**src/ldd_pkg.sv**
```systemverilog
// package: constants and carrier types for the display link deserializer
`default_nettype none
package ldd_pkg;
  // lane and word geometry
  localparam int unsigned LANES_WIDE    = 4;
  localparam int unsigned LANES_NARROW  = 3;
  localparam int unsigned BITS_PER_LANE = 7;
  localparam int unsigned WORD_W        = LANES_WIDE * BITS_PER_LANE;

  // word field positions
  localparam int unsigned RED_HI_LSB   = 0;
  localparam int unsigned GREEN_HI_LSB = 6;
  localparam int unsigned BLUE_HI_LSB  = 12;
  localparam int unsigned LINE_POS     = 18;
  localparam int unsigned FRAME_POS    = 19;
  localparam int unsigned READY_POS    = 20;
  localparam int unsigned RED_LO_LSB   = 21;
  localparam int unsigned GREEN_LO_LSB = 23;
  localparam int unsigned BLUE_LO_LSB  = 25;
  localparam int unsigned CTRL_POS     = 27;

  // timing
  localparam int unsigned CLK_HZ            = 40_000_000;
  localparam int unsigned PD_DELAY_NS       = 1000;
  localparam int unsigned PD_DELAY_CYC      = PD_DELAY_NS / (1_000_000_000 / CLK_HZ);
  localparam int unsigned LOCK_TIME_MS      = 10;
  localparam int unsigned LOCK_TIME_CYC     = LOCK_TIME_MS * (CLK_HZ / 1000);
  localparam int unsigned LOCK_PERIODS      = 4;
  localparam int unsigned CNT_W             = 8;
  localparam logic [CNT_W-1:0] MIN_PERIOD_CYC = 8'h07;
  localparam logic [CNT_W-1:0] MAX_PERIOD_CYC = 8'h40;

  // reset values
  localparam logic [CNT_W-1:0] PERIOD_RST = 8'h00;
  localparam logic [2:0]       STABLE_RST = 3'h0;

  typedef struct packed {
    logic [7:0] red;
    logic [7:0] green;
    logic [7:0] blue;
    logic       line_sync;
    logic       frame_sync;
    logic       data_ready;
    logic       general_control_bit;
  } ldd_pixel_t;

  typedef struct packed {
    logic       link_clock_in;
    logic [3:0] serial_data_lane;
  } ldd_link_t;
endpackage : ldd_pkg
`default_nettype wire

```
**src/ldd_deserializer.sv**
```systemverilog
// module: display link deserializer with clock recovery and power-down gating
`default_nettype none
// What this block does
// - wide: four lanes into 28-bit word
// - narrow: three lanes into 21-bit word
// - wide control: hsync, vsync, enable, control
// - wide colour eight bits each plus syncs
// - narrow colour six bits each plus syncs
// - seven samples per lane each link period
// - data captured on shift clock falling edge
// - works with either transmitter launch edge
// - link clock kept within supported range
// - shift clock output has equal halves for even periods
// - power-down low forces data outputs low
// - lock and valid output within 10 ms
// - power-down reaches outputs within 1 us
module ldd_deserializer #(
  parameter bit          WIDE             = 1'b1,
  parameter int unsigned LOCK_TIMEOUT_CYC = ldd_pkg::LOCK_TIME_CYC
) (
  input  wire logic               clock,
  input  wire logic               rst,
  input  wire logic               ce,
  input  wire ldd_pkg::ldd_link_t link_in,
  input  wire logic               power_down_n,
  output var  ldd_pkg::ldd_pixel_t parallel_data_out,
  output var  logic               shift_clock_out,
  output var  logic               pll_locked
);
  import ldd_pkg::*;

  localparam int unsigned LANES = WIDE ? LANES_WIDE : LANES_NARROW;
  localparam int unsigned TMO_W = $clog2(LOCK_TIMEOUT_CYC + 1);

  // two-flop synchronisers for all pins
  ldd_link_t link_m_r;
  ldd_link_t link_s_r;
  logic      pd_m_r;
  logic      pd_s_r;
  logic      clk_prev_r;
  logic      edge_rise;

  always_ff @(posedge clock) begin
    if (rst) begin
      link_m_r <= '0;
      link_s_r <= '0;
    end else if (ce) begin
      link_m_r <= link_in;
      link_s_r <= link_m_r;
    end
  end

  // power-down resets to asserted so nothing leaks out before the sync fills
  always_ff @(posedge clock) begin
    if (rst) begin
      pd_m_r <= 1'b0;
      pd_s_r <= 1'b0;
    end else if (ce) begin
      pd_m_r <= power_down_n;
      pd_s_r <= pd_m_r;
    end
  end

  always_ff @(posedge clock) begin
    if (rst) begin
      clk_prev_r <= 1'b0;
    end else if (ce) begin
      clk_prev_r <= link_s_r.link_clock_in;
    end
  end

  // lanes and clock share the sync delay, so their phase relation is kept
  assign edge_rise = link_s_r.link_clock_in & ~clk_prev_r;

  // period measurement: the recovery loop
  logic [CNT_W-1:0] cnt_r;
  logic [CNT_W-1:0] period_r;
  logic [2:0]       stable_r;
  logic             locked_r;
  logic [TMO_W-1:0] tmo_r;
  logic             period_ok;
  logic             period_same;

  assign period_ok   = (cnt_r + 8'h01 >= MIN_PERIOD_CYC) && (cnt_r + 8'h01 <= MAX_PERIOD_CYC);
  assign period_same = (cnt_r + 8'h01 == period_r) || (cnt_r == period_r) ||
                       (cnt_r + 8'h02 == period_r);

  always_ff @(posedge clock) begin
    if (rst) begin
      cnt_r <= PERIOD_RST;
    end else if (ce) begin
      if (edge_rise) begin
        cnt_r <= PERIOD_RST;
      end else if (cnt_r != MAX_PERIOD_CYC) begin
        cnt_r <= cnt_r + 8'h01;
      end
    end
  end

  always_ff @(posedge clock) begin
    if (rst) begin
      period_r <= PERIOD_RST;
    end else if (ce && edge_rise) begin
      period_r <= cnt_r + 8'h01;
    end
  end

  // lock after a run of matching periods; drop on a stalled or odd clock
  typedef enum logic [0:0] {LK_SEARCH, LK_TRACK} ldd_lock_t;
  ldd_lock_t lock_state_r;

  always_ff @(posedge clock) begin
    if (rst) begin
      stable_r     <= STABLE_RST;
      lock_state_r <= LK_SEARCH;
    end else if (ce) begin
      unique case (lock_state_r)
        LK_SEARCH: begin
          if (cnt_r == MAX_PERIOD_CYC) begin
            stable_r <= STABLE_RST;
          end else if (edge_rise) begin
            if (!period_ok || !period_same) begin
              stable_r <= STABLE_RST;
            end else if (stable_r == 3'(LOCK_PERIODS)) begin
              lock_state_r <= LK_TRACK;
            end else begin
              stable_r <= stable_r + 3'h1;
            end
          end else if (tmo_r == TMO_W'(LOCK_TIMEOUT_CYC)) begin
            stable_r <= STABLE_RST;
          end
        end
        LK_TRACK: begin
          // a stall or a period jump leaves the sample grid meaningless
          if (cnt_r == MAX_PERIOD_CYC || (edge_rise && (!period_ok || !period_same))) begin
            stable_r     <= STABLE_RST;
            lock_state_r <= LK_SEARCH;
          end
        end
      endcase
    end
  end

  assign locked_r = lock_state_r == LK_TRACK;

  // acquisition watchdog restarts the search if lock is overdue
  always_ff @(posedge clock) begin
    if (rst) begin
      tmo_r <= '0;
    end else if (ce) begin
      if (locked_r || tmo_r == TMO_W'(LOCK_TIMEOUT_CYC)) begin
        tmo_r <= '0;
      end else begin
        tmo_r <= tmo_r + 1'b1;
      end
    end
  end

  // sample point generator: seven strobes spread over the measured period
  logic [CNT_W:0] acc_r;
  logic [CNT_W:0] acc_sum;
  logic           strobe;
  logic [2:0]     bit_idx_r;
  logic [2:0]     sample_idx;

  // bit b is taken in the first cycle j of the period with 7*j >= b*P;
  // acc_r holds 7*j - b*P + P so the test needs no sign
  assign acc_sum    = acc_r + (CNT_W+1)'(BITS_PER_LANE);
  assign strobe     = edge_rise ||
                      ((bit_idx_r != 3'(BITS_PER_LANE)) && (acc_r >= {1'b0, period_r}));
  assign sample_idx = edge_rise ? 3'h0 : bit_idx_r;

  always_ff @(posedge clock) begin
    if (rst) begin
      acc_r     <= '0;
      bit_idx_r <= 3'h0;
    end else if (ce) begin
      if (edge_rise) begin
        // bit 0 is taken in the edge cycle itself, before the pin moves on
        acc_r     <= (CNT_W+1)'(BITS_PER_LANE);
        bit_idx_r <= 3'h1;
      end else if (strobe) begin
        acc_r     <= acc_sum - {1'b0, period_r};
        bit_idx_r <= bit_idx_r + 3'h1;
      end else if (bit_idx_r != 3'(BITS_PER_LANE)) begin
        // frozen once the word is full, so a long period cannot wrap it
        acc_r <= acc_sum;
      end
    end
  end

  // per-lane shift registers, bit 0 first in the period
  logic [BITS_PER_LANE-1:0] lane_sh_r [LANES_WIDE];
  logic [WORD_W-1:0]        word;

  genvar g;
  generate
    for (g = 0; g < LANES_WIDE; g++) begin : g_lane
      ldd_lane_shift #(
        .BITS (BITS_PER_LANE)
      ) u_lane (
        .clock    (clock),
        .rst      (rst),
        .ce       (ce),
        .enable   (g < LANES),
        .strobe   (strobe),
        .bit_idx  (sample_idx),
        .lane_bit (link_s_r.serial_data_lane[g]),
        .bits     (lane_sh_r[g])
      );
      assign word[g*BITS_PER_LANE +: BITS_PER_LANE] = lane_sh_r[g];
    end
  endgenerate

  // word to pixel fields; narrow parts leave low colour bits and control at zero
  ldd_pixel_t pix;

  always_comb begin
    pix = '0;
    pix.red[7:2]   = word[RED_HI_LSB +: 6];
    pix.green[7:2] = word[GREEN_HI_LSB +: 6];
    pix.blue[7:2]  = word[BLUE_HI_LSB +: 6];
    pix.line_sync  = word[LINE_POS];
    pix.frame_sync = word[FRAME_POS];
    pix.data_ready = word[READY_POS];
    if (WIDE) begin
      pix.red[1:0]            = word[RED_LO_LSB +: 2];
      pix.green[1:0]          = word[GREEN_LO_LSB +: 2];
      pix.blue[1:0]           = word[BLUE_LO_LSB +: 2];
      pix.general_control_bit = word[CTRL_POS];
    end
  end

  // output stage: word launched as shift clock rises, held a full period
  logic word_done;
  logic out_enable;

  assign word_done  = bit_idx_r == 3'(BITS_PER_LANE);
  // sync path is 3 cycles, far inside the power-down limit
  assign out_enable = pd_s_r && locked_r;

  ldd_pixel_t data_nxt;
  logic       shift_nxt;

  always_comb begin
    data_nxt = parallel_data_out;
    if (!out_enable) begin
      data_nxt = '0;
    end else if (edge_rise && word_done) begin
      data_nxt = pix;
    end
  end

  always_ff @(posedge clock) begin
    if (rst) begin
      parallel_data_out <= '0;
    end else if (ce) begin
      parallel_data_out <= data_nxt;
    end
  end

  // regenerated shift clock: high first half, low second half
  always_comb begin
    shift_nxt = shift_clock_out;
    if (!out_enable) begin
      shift_nxt = 1'b0;
    end else if (edge_rise) begin
      shift_nxt = 1'b1;
    end else if (cnt_r + 8'h02 > (period_r >> 1)) begin
      // odd periods give at most one cycle of imbalance
      shift_nxt = 1'b0;
    end
  end

  always_ff @(posedge clock) begin
    if (rst) begin
      shift_clock_out <= 1'b0;
    end else if (ce) begin
      shift_clock_out <= shift_nxt;
    end
  end

  always_ff @(posedge clock) begin
    if (rst) begin
      pll_locked <= 1'b0;
    end else if (ce) begin
      pll_locked <= locked_r;
    end
  end
endmodule : ldd_deserializer

// one lane: seven sampled bits written by index as the strobes arrive
module ldd_lane_shift #(
  parameter int unsigned BITS = 7
) (
  input  wire logic                    clock,
  input  wire logic                    rst,
  input  wire logic                    ce,
  input  wire logic                    enable,
  input  wire logic                    strobe,
  input  wire logic [$clog2(BITS)-1:0] bit_idx,
  input  wire logic                    lane_bit,
  output var  logic [BITS-1:0]         bits
);
  import ldd_pkg::*;

  // an unused lane stays at zero so its fields read as cleared
  always_ff @(posedge clock) begin
    if (rst) begin
      bits <= '0;
    end else if (ce && enable && strobe) begin
      bits[bit_idx] <= lane_bit;
    end
  end
endmodule : ldd_lane_shift
`default_nettype wire

```
**config.mk**
```make
export PLATFORM = sky130hd
export DESIGN_NAME = ldd_deserializer
export DESIGN_NICKNAME = d
export VERILOG_FILES = /design/src/ldd_pkg.sv /design/src/ldd_deserializer.sv
export SDC_FILE = /design/constraint.sdc
export NUM_CORES = 1
export LEC_CHECK = 0
export BUFFER_PORTS_ARGS = -buffer_cell sky130_fd_sc_hd__buf_4
export CORE_ASPECT_RATIO = 1.1
export CORE_MARGIN = 8
export CORE_UTILIZATION = 59
export DETAILED_ROUTE_END_ITERATION = 8
export PLACE_DENSITY = 0.78
export SYNTH_ARGS = -nofsm -noshare
export SYNTH_HDL_FRONTEND = slang
export SYNTH_SLANG_ARGS = --single-unit
```
**constraint.sdc**
```tcl
create_clock -name clock -period 3.05 [get_ports clock]
set_clock_uncertainty 0.2 [all_clocks]
set_input_delay 0.1525 -clock clock [delete_from_list [all_inputs] [get_ports clock]]
set_output_delay 0.1525 -clock clock [all_outputs]
set_load 0.02 [all_outputs]
```
==> summary.md <==
| Metric | Value |
|---|---|
| Clock transition at path regs | 0.06 ns |
| Asr flop ratio synth | 0% |
| Post-synth EDFFs | 0 |
| Initial antenna violation count | 0 |
| Clk pwr share | 36.3% |
| Final worst slack | 0.190 ns |
| Row cnt | 39 |
| Post-CTS Setup Bufs | 0 |
| Most frequent cells in the layout | dfxtp_1, nor2_1, nand2_1, buf_4, a21oi_1 |
| Synth Area per Inst | 8.43 sq um |
| DRC Markers | 0 |
| TritonCTS clock tree | yes |
| Post-synthesis cell count | 752 |
| Net Sw Frac | 34.5% |
| Area grow syn2layout | 18.2% |
| Via-to-Cell Ratio | 5.81 |
| Max Slew Vio Count | 0 |
| Nets | 840 |
| Int Power | 0.00361 W |
| Seq pwr share | 32.5% |
| Crit path largest cell delay | 0.37 ns |
| Pwr dens | 736 nW/um^2 |
| # diodes | 0 |
| DRT antenna net count | 0 |
| Aggregate global routing overflow | 0 |
| Slew @ Worst Pin | 1.02 ns |
| Area of the multi-input gates | 3650 sq um |
| Average wire per standard cell | 16.5 um |
| Status | completed |
| Count of final setup violators | 0 |
| CTS buffer count | 17 |
| Max cap viols | 0 |
| Relative slew slack | 32.1% |
| Critical path fanouts, max | 6 |
| Psw | 0.00190 W |
| Overall Global Routing Usage | 22.0% |
| Maximum VDD drop | 0.000533 V |
| Synth Register Bits | 122 |
| Final Hold Viols | 0 |
| CP max stage cell | dfxtp_4 |
| Die Y | 125 um |
| Number of port buffers | 38 |
| Clock latency on the worst-skew pair | 0.41 ns |
| Initial Utilization | 60.7% |
| Die ar. | 14300 sq um |
| Critical Path RT | 3.20 ns |
| Max Fclk | 350 MHz |
| Commonest non-fill, non-tap cell in the layout | dfxtp_1 |
| Routability congestion estimate | 0.894 |
| Fillers | 827 |
| Comb pwr share | 31.2% |
| Post-DP HPWL | 10900 um |
| IO Pins | 39 |
| Clock root buffer | clkbuf_16 |
| Final core utilization | 71.7% |
| Iter 0 DRT Violations | 405 |
| CTS Buffer Depth | 2 |
| Register Area | 2450 sq um |
| Via count | 5528 |
| First drt pass iteration count | 5 |
| Min Tclk post-route | 2.86 ns |
| CP Class | reg -> reg |
| Sum Neg Setup Slack | 0 ns |
| Post-Syn Nets | 796 |
| # H-tree levels | 4 |
| Core Footprint | 10400 sq um |
| Die W | 115 um |
| Power, Total | 0.00552 W |
| Yosys warning count | 0 |
| Min-delay worst type | in -> reg |
| Register area share after synthesis | 38.5% |
| Cell area after synthesis | 6340 sq um |
| Clock sink total | 122 |
| Crit path DAT | 3.01 ns |
| RSZ-0062 raised after global routing | false |
| Largest net degree at the start of global routing | 102 |
| Worst Setup End Kind | flip-flop |
| Period utilization | 93.8% |
| Place WS | 0.120 ns |
| Critical-path cell list | inv_1 -> ha_1 -> nand2b_1 -> nand4_1 -> xnor2_1 -> ha_1 -> or2_2 -> a21oi_1 -> a31oi_1 -> o21a_1 -> o32ai_1 -> a21o_1 |
| Leading register cell type out of synthesis | dfxtp_1 |
| Leak Pwr | 3.09 nW |
| Synth cell types | 56 |
| Vias in the first global route | 5474 |
| Most common cell on crit path | ha_1 |
| Share of post-route cells with drive strength above 1 | 13.2% |
| Global-route wire length before repair | 26100 um |
| Detailed-route wire length | 15700 um |
| CP Launch Type | flip-flop |
[cell type report]
type | count | share of cell area (%)
multi-input combinational | 565 | 48.8
sequential | 122 | 32.7
timing repair buffer | 68 | 7.05
clock buffer | 17 | 5.68
tap | 143 | 2.39
clock inverter | 15 | 2.34
inverter | 22 | 1.10
[cell families after synthesis]
logic type	synth area share [%]
buf+inv	3.93
flops	38.5
simple gates	21.6
compound gates	14.0
mux	7.26
xor+xnor	7.60
fa+ha+maj	7.02
[routing by layer]
layer	up-vias	global-route usage [%]	routed length, um
li1	2700	-	-
met4	0	7.97	306
met1	2661	25.4	6620
met3	28	4.61	677
met2	139	38.6	8140
met5	-	0	0
[state kept, by name, indices dropped and copies added (netlist names), 5 cells and up]
signal,cells
link_s_r,5
period_r,8
cnt_r,8
g_lane.u_lane.bits,28
link_m_r,5
parallel_data_out,28
tmo_r,19
acc_r,9
[timing repair]
item / 4_1_cts / 5_1_grt
gates resized for setup: 0 / 4
hold endpoints to repair: 10 / 0
endpoints found under the setup margin: 0 / 7
hold buffers: 7 / 0
[Yosys cell counts, types with 11 or more instances]
| cell | count | share of area, % |
|---|---|---|
| a21oi_1 | 57 | 4.5 |
| and3_1 | 11 | 1.1 |
| clkbuf_1 | 35 | 2.1 |
| dfxtp_1 | 122 | 39 |
| ha_1 | 34 | 6.7 |
| inv_1 | 21 | 1.2 |
| mux2i_1 | 46 | 7.3 |
| nand2_1 | 68 | 4.0 |
| nand3_1 | 42 | 3.3 |
| nand4_1 | 11 | 1.1 |
| nor2_1 | 102 | 6.0 |
| nor3_1 | 12 | 0.95 |
| o21ai_0 | 17 | 1.3 |
| xnor2_1 | 25 | 3.5 |
| xor2_1 | 30 | 4.1 |
[worst paths after layout]
kind / from / end / slack (ns) / depth (start not counted)
worst max register to register: acc_r[0] / acc_r[8] / 0.19 / 12
worst min-delay path: rst / cnt_r[4] / 0.17 / 2
worst min register to register: parallel_data_out[5] / parallel_data_out[5] / 0.25 / 2
worst max-delay path: acc_r[0] / acc_r[8] / 0.19 / 12
[worst max-delay path, delay by kind of cell, from the launching register on]
family / cells / cell delay, ns
compound gates: 5 / 0.83
xor+xnor: 1 / 0.18
fa+ha+maj: 2 / 0.55
buf+inv: 1 / 0.07
flops: 1 / 0.37
simple gates: 3 / 0.61
[power by group through the flow]
stage,clock [W],sequential [W],combinational (W)
floorplan,0,0.00177,0.00130
global placement,0,0.00181,0.00161
detailed placement,0,0.00182,0.00165
CTS,0.00203,0.00178,0.00170
global route,0.00209,0.00180,0.00190
finish,0.00200,0.00179,0.00172
[through the flow]
step                cell area, sq um  hold WS (ns)  instances
detailed placement              6820         0.207        913
global placement                6820         0.194        913
CTS                             7490         0.181        952
floorplan                       6340        0.0997        752
global route                    7490         0.217        952
finish                          7490         0.175        952
No activity file was read; power rests on OpenSTA's default activity.
